==> src/tdl_params.svh <==
`ifndef TDL_PARAMS_SVH
`define TDL_PARAMS_SVH

// elastic store between rail sampling and line driver
`define TDL_FIFO_DEPTH 16
// bits per stored line symbol
`define TDL_SYM_WIDTH 2
// reset value of the alternate-mark polarity in single-rail mode
`define TDL_AMI_RESET 1'b0
// reset value of the line driver levels
`define TDL_LEVEL_RESET 1'b0
// reset value of an active-low output enable (released)
`define TDL_OE_N_RESET 1'b1

`endif

==> src/tdl_pkg.sv <==
`include "tdl_params.svh"

package tdl_pkg;
    // one transmitted bit period on the line
    typedef enum logic [`TDL_SYM_WIDTH-1:0] {
        TDL_SYM_ZERO = 2'h0,
        TDL_SYM_POS = 2'h1,
        TDL_SYM_NEG = 2'h2
    } tdl_sym_t;
endpackage

==> src/tdl_fifo.sv <==
`timescale 1ns/1ps

module tdl_fifo #(
    parameter int WIDTH = 2,
    parameter int DEPTH = 16
) (
    // clock and reset
    input wire logic clock,
    input wire logic sys_rst,
    // fill side
    input wire logic in_valid,
    input wire logic [WIDTH-1:0] in_data,
    output logic in_ready,
    // drain side
    output logic out_valid,
    output logic [WIDTH-1:0] out_data,
    input wire logic out_ready
);
    localparam int AW = $clog2(DEPTH);
    localparam logic [AW:0] FULL_COUNT = (AW+1)'(DEPTH);
    localparam logic [AW-1:0] LAST_IDX = AW'(DEPTH - 1);

    logic [WIDTH-1:0] mem [DEPTH];
    logic [AW-1:0] wr_ptr;
    logic [AW-1:0] rd_ptr;
    logic [AW:0] count;
    logic push;
    logic pop;
    logic [AW-1:0] next_rd_ptr;

    assign in_ready = (count != FULL_COUNT);
    assign out_valid = (count != '0);
    assign push = in_valid && in_ready;
    assign pop = out_valid && out_ready;
    assign next_rd_ptr = (rd_ptr == LAST_IDX) ? '0 : rd_ptr + AW'(1);

    // storage array has no reset; only written words are ever read
    always_ff @(posedge clock)
    begin
        if (push)
        begin
            mem[wr_ptr] <= in_data;
        end
    end

    // pointers and occupancy
    always_ff @(posedge clock)
    begin
        if (sys_rst)
        begin
            wr_ptr <= '0;
            rd_ptr <= '0;
            count <= '0;
        end
        else
        begin
            if (push)
            begin
                wr_ptr <= (wr_ptr == LAST_IDX) ? '0 : wr_ptr + AW'(1);
            end
            if (pop)
            begin
                rd_ptr <= next_rd_ptr;
            end
            if (push && !pop)
            begin
                count <= count + (AW+1)'(1);
            end
            else if (pop && !push)
            begin
                count <= count - (AW+1)'(1);
            end
        end
    end

    // head word held in a register so the reader sees a flop
    always_ff @(posedge clock)
    begin
        if (sys_rst)
        begin
            out_data <= '0;
        end
        else if (push && (count == '0 || (pop && count == (AW+1)'(1))))
        begin
            out_data <= in_data;
        end
        else if (pop && count > (AW+1)'(1))
        begin
            out_data <= mem[next_rd_ptr];
        end
    end
endmodule

==> src/tdl_tx.sv <==
`timescale 1ns/1ps
`include "tdl_params.svh"

// How it works
// - The negative rail is captured on the rising edge of the channel transmit clock.
// - In single-rail mode the negative rail is ignored, whatever level the framer holds it at.
// - A positive pulse drives the plus line high and the minus line low.
// - A negative pulse drives the plus line low and the minus line high.
// - Both line outputs float whenever the enable pin or the enable control bit is low.
// - The enable pin low switches the transmitter off; high lets the control bit decide.
// - Dual-rail data go to the line as given, with no zero-substitution coding.
module tdl_tx #(
    parameter int FIFO_DEPTH = `TDL_FIFO_DEPTH
) (
    // clock and reset
    input wire logic clock,
    input wire logic sys_rst,
    // framer side, asynchronous pins
    input wire logic transmit_clock_in,
    input wire logic tx_positive_rail,
    input wire logic tx_negative_rail,
    input wire logic dual_rail_mode,
    // transmitter enable, pin and channel control bit
    input wire logic transmit_on,
    input wire logic transmit_on_bit,
    // line driver pair, enables active low
    output logic line_out_plus,
    output logic line_out_plus_oe_n,
    output logic line_out_minus,
    output logic line_out_minus_oe_n,
    // status
    output logic tx_overrun
);
    import tdl_pkg::*;

    logic [2:0] clk_sync;
    logic [1:0] pos_sync;
    logic [1:0] neg_sync;
    logic [1:0] mode_sync;
    logic [1:0] on_pin_sync;
    logic [1:0] on_bit_sync;
    logic bit_edge;
    logic dual;
    logic tx_enabled;
    logic ami_pol;
    tdl_sym_t push_sym;
    logic fifo_in_ready;
    logic fifo_out_valid;
    logic [`TDL_SYM_WIDTH-1:0] fifo_out_data;
    logic pop;
    tdl_sym_t head_sym;

    // two flops on every pin; the third clock flop only feeds edge detection
    always_ff @(posedge clock)
    begin
        if (sys_rst)
        begin
            clk_sync <= 3'h0;
            pos_sync <= 2'h0;
            neg_sync <= 2'h0;
            mode_sync <= 2'h0;
            on_pin_sync <= 2'h0;
            on_bit_sync <= 2'h0;
        end
        else
        begin
            clk_sync <= {clk_sync[1:0], transmit_clock_in};
            pos_sync <= {pos_sync[0], tx_positive_rail};
            neg_sync <= {neg_sync[0], tx_negative_rail};
            mode_sync <= {mode_sync[0], dual_rail_mode};
            on_pin_sync <= {on_pin_sync[0], transmit_on};
            on_bit_sync <= {on_bit_sync[0], transmit_on_bit};
        end
    end

    // active edge of the transmit clock marks one bit period
    assign bit_edge = clk_sync[1] && !clk_sync[2];
    assign dual = mode_sync[1];
    // pin low overrides every channel setting
    assign tx_enabled = on_pin_sync[1] && on_bit_sync[1];

    // symbol for this bit period
    always_comb
    begin
        push_sym = TDL_SYM_ZERO;
        if (dual)
        begin
            // rails taken verbatim; both high at once is illegal and sends nothing
            if (pos_sync[1] && !neg_sync[1])
            begin
                push_sym = TDL_SYM_POS;
            end
            else if (neg_sync[1] && !pos_sync[1])
            begin
                push_sym = TDL_SYM_NEG;
            end
        end
        else if (pos_sync[1])
        begin
            // negative rail never read here; marks alternate polarity
            push_sym = ami_pol ? TDL_SYM_NEG : TDL_SYM_POS;
        end
    end

    // mark polarity for single-rail data, only flips on an accepted mark
    always_ff @(posedge clock)
    begin
        if (sys_rst)
        begin
            ami_pol <= `TDL_AMI_RESET;
        end
        else if (bit_edge && fifo_in_ready && !dual && pos_sync[1])
        begin
            ami_pol <= !ami_pol;
        end
    end

    // overrun: a bit period arrived while the store was full and it was lost
    always_ff @(posedge clock)
    begin
        if (sys_rst)
        begin
            tx_overrun <= 1'b0;
        end
        else
        begin
            tx_overrun <= bit_edge && !fifo_in_ready;
        end
    end

    // draining stalls while the driver is off, so the store really fills
    assign pop = bit_edge && tx_enabled && fifo_out_valid;
    assign head_sym = tdl_sym_t'(fifo_out_data);

    tdl_fifo #(
        .WIDTH(`TDL_SYM_WIDTH),
        .DEPTH(FIFO_DEPTH)
    ) u_store (
        .clock(clock),
        .sys_rst(sys_rst),
        .in_valid(bit_edge),
        .in_data(push_sym),
        .in_ready(fifo_in_ready),
        .out_valid(fifo_out_valid),
        .out_data(fifo_out_data),
        .out_ready(bit_edge && tx_enabled)
    );

    // line levels, updated once per bit period
    always_ff @(posedge clock)
    begin
        if (sys_rst || !tx_enabled)
        begin
            line_out_plus <= `TDL_LEVEL_RESET;
            line_out_minus <= `TDL_LEVEL_RESET;
        end
        else if (pop)
        begin
            line_out_plus <= (head_sym == TDL_SYM_POS);
            line_out_minus <= (head_sym == TDL_SYM_NEG);
        end
        else if (bit_edge)
        begin
            // underflow sends a space rather than repeating a pulse
            line_out_plus <= 1'b0;
            line_out_minus <= 1'b0;
        end
    end

    // driver enables; released lines float toward the transformer
    always_ff @(posedge clock)
    begin
        if (sys_rst)
        begin
            line_out_plus_oe_n <= `TDL_OE_N_RESET;
            line_out_minus_oe_n <= `TDL_OE_N_RESET;
        end
        else
        begin
            line_out_plus_oe_n <= !tx_enabled;
            line_out_minus_oe_n <= !tx_enabled;
        end
    end
endmodule

==> config.mk <==
export PLATFORM = sky130hd
export DESIGN_NAME = tdl_tx
export DESIGN_NICKNAME = d
export VERILOG_FILES = /design/src/tdl_pkg.sv /design/src/tdl_fifo.sv /design/src/tdl_tx.sv
export VERILOG_INCLUDE_DIRS = /design/src
export SDC_FILE = /design/constraint.sdc
export NUM_CORES = 1
export LEC_CHECK = 0
export BUFFER_PORTS_ARGS = -buffer_cell sky130_fd_sc_hd__buf_2
export CORE_MARGIN = 2
export CORE_UTILIZATION = 35
export CTS_CLUSTER_SIZE = 28
export DETAILED_ROUTE_END_ITERATION = 8
export REMOVE_ABC_BUFFERS = 1
export SYNTH_ARGS = -nofsm -noshare
export SYNTH_HDL_FRONTEND = slang
export SYNTH_HIERARCHICAL = 1
export SYNTH_SLANG_ARGS = --single-unit
==> constraint.sdc <==
create_clock -name clock -period 5.4 [get_ports clock]
set_clock_uncertainty 0.15 [all_clocks]
set_input_delay 1.08 -clock clock [delete_from_list [all_inputs] [get_ports clock]]
set_output_delay 1.08 -clock clock [all_outputs]
set_load 0.05 [all_outputs]
==> impl_results.md <==
* Number of nets in the finished design at 285
* Leftover overflow at the end of global routing at 0
* Fmax at slightly above 0.4 GHz
* Class of the tightest hold or removal check: reg -> reg
* Weighted congestion at the end of routability-driven global placement at 0.795
* Arrival time at the worst endpoint at 2540 ps
* Buffers and inverters on the worst path at 0
* Clock root cell: clkbuf_8
* Combined area of all synthesized cells at ~2800 um^2
* Static power due to leakage at 1.11 nW
* Critical Path Source Type: flip-flop
* Final setup violation count at 0
* Total half-perimeter wirelength after legalization and detailed placement at between 3 and 4 mm
* Worst slew pin tran at 586 ps
* Ranking of synthesized cells by area: edfxtp_1 (34%), dfxtp_1 (23%), ha_1 (4.4%)
* Sequential share of the synthesized area at around 57%
* Total global-route track usage at about an eighth
* Smallest hold slack at 279 ps
* Maximum buffer depth of the clock tree at 2
* Average cell area after synthesis at between 10 and 15 um^2
* Post-synth EDFFs at 32
* Die Y at about 94 um
* Longest individual stage delay on the worst path at 660 ps
* Initial Utilization at 36.4%
* Largest delay contributor family on the critical path: multiplexers
* Clock-pin transition on the worst setup and hold timing paths at 70 ps
* VDD IR-drop max at 0.122 mV
* Average wire per cell in the routed design at 13.5 um
* Antenna diodes at 0
* Gate count of the mapped netlist at 253
* Cell at the slowest stage of the critical path: dfxtp_1
* Core Util, Final at 41.0%
* Post-synthesis cell type with the largest combined area: edfxtp_1
* Number of port buffers at 12
* Remaining max-slew budget at the tightest pin at 60.8%
* Number of distinct library cell variants in the gate-level netlist after synthesis at 44
* Status: complete, no violations
* H-Tree Depth at 3
* CP endpoint kind: flip-flop
* CTS tree: done
* Sum of routed wire length over all layers at 5.05 mm
* Inserted Clock Buffers at 9
* Fraction of final layout cells sized beyond drive strength 1 at 13.6%
* Final hold viol count at 0
* CTS Hold Buffers Added at 0
* Antenna violations before repair at 0
* Worst-path cell chain: ha_1 -> mux4_1 -> mux4_2 -> o21a_1
* Data required time at the worst endpoint at around 5500 ps
* Total number of vias at 1,826
* Post-synthesis async set-or-reset flop share at 0%
* Portion of synthesized cell area occupied by the leading cell type at 34.0%
* Syn. warnings at 6
* Count of pins over their slew limit at 0
* First-pass GRT wire length at 8.54 mm
* Period utilization at 45.2%
* Via-per-instance ratio at 4.88
* Number of global-route vias before repair at 1,678
* Flip-flop cell with the highest count after synthesis: dfxtp_1
* I/O pin count at 13
* Largest net degree at the start of global routing at 32
* Power density over the cells at 319 nW/um^2
* Maximum net fanout on the critical path at 15
* Number of gates given a new drive strength after cts at 0
* Core Area at roughly 7800 um^2
* Number of maximum-capacitance constraint violations at 0
* Total Die Area at 8810 um^2
* Minimum period implied by the final worst setup slack at 2440 ps
* Total of flip-flops plus latches after synthesis at 65
* Number of nets still failing antenna checks after routing at 0
* Clock latency reported for the late side of the worst-skew pair at 340 ps
* Iteration-0 DRC Markers at 121
* Post-detailed-route DRC marker count at 0
* Width of the die at 93.8 um
* Layout overhead on the synthesized area at 12.7%
* Final-layout fill cell count at 749
* Num Clock Sinks at 65
* Post-CTS setup buffer count at 0
* Critical path class: reg -> reg
* Number of core rows at 32
* Setup repair after global routing missed its margin: false
* Total Negative Setup Slacks at 0 ps
* Number of iterations in the first detailed-routing pass at 4
==> Yosys cell counts (3+ instances only) <==
| cell | count |
|---|---|
| dfxtp_1 | 33 |
| nor2_1 | 33 |
| edfxtp_1 | 32 |
| nand2_1 | 23 |
| a21oi_1 | 18 |
| nor2b_1 | 13 |
| ha_1 | 10 |
| nor3_1 | 8 |
| clkbuf_1 | 7 |
| inv_1 | 7 |
| nand3_1 | 7 |
| o21ai_0 | 5 |
| nand4_1 | 4 |
| xnor2_1 | 4 |
| xor2_1 | 4 |
| mux4_1 | 3 |
| nand2b_1 | 3 |
| nand3b_1 | 3 |
| nand4b_1 | 3 |
==> state kept, by name (all words and copies together), names as in the netlist, 2 cells and up <==
signal and count:
on_bit_sync 2, neg_sync 2, mode_sync 2, u_store/mem 32, on_pin_sync 2, clk_sync 3, u_store/count 5, u_store/wr_ptr 4
pos_sync 2, u_store/out_data 2, u_store/rd_ptr 4
==> area by class of cell <==
type	count	area, um^2	share of cell area [%]
clock buffers	11	131	4.13
clock inverters	5	80.1	2.52
inverters	7	26.3	0.825
multi-input cells	171	1130	35.5
flip-flops and latches	65	1620	50.9
well taps	102	128	4.01
repair buffers	13	67.6	2.12
==> layer usage <==
layer  up-vias  GRT usage [%]  wire length, um
li1        931              -                -
met1       853           17.9             2530
met2        29           18.0             2200
met3        13           3.85              159
met4         0           7.61              161
met5         -              0                0
==> path summary, 6_finish.rpt <==
path / from / to / slack [ps] / depth (start not counted)
worst max register to register: u_store/rd_ptr[0] / u_store/out_data[0] / 2960 / 4
worst min-delay path: pos_sync[0] / pos_sync[1] / 280 / 1
worst max-delay path: u_store/rd_ptr[0] / u_store/out_data[0] / 2960 / 4
worst min register to register: pos_sync[0] / pos_sync[1] / 280 / 1
==> report_power, final <==
part            total, W  leakage (nW)  switching, W  internal [W]
sequential      0.000530         0.567    0.00000657      0.000523
combinational  0.0000447         0.447     0.0000271     0.0000176
clock           0.000442        0.0995      0.000182      0.000259
==> placed cells by master, fill, tap and decap left out, drive strengths merged, types with 4 or more instances in the layout <==
master and n:
dfxtp 33, nor2 33, edfxtp 32, nand2 23
a21oi 18, nor2b 13, buf 13, clkbuf 11
ha 10, nor3 8, inv 7, nand3 7
o21ai 6, mux4 5, xor2 4, xnor2 4
nand4 4, nand2b 4
==> stage by stage <==
stage	instances	power, W	instance area, um^2	setup slack, ps
floorplan	243	0.000571	2780	3220
global placement	358	0.000586	2970	3000
CTS	374	0.00103	3180	2950
global route	374	0.00106	3180	2710
finish	374	0.00102	3180	2960
detailed placement	358	0.000586	2970	2970
==> cell families after synthesis <==
kind of cell,after synthesis,synth area share [%]
compound gates,38,8.28
xor+xnor,8,2.48
fa+ha+maj,10,4.43
buf+inv,17,2.66
flops,65,57.4
mux,9,5.89
simple gates,106,18.9
(Power assumes the default switching activity.)
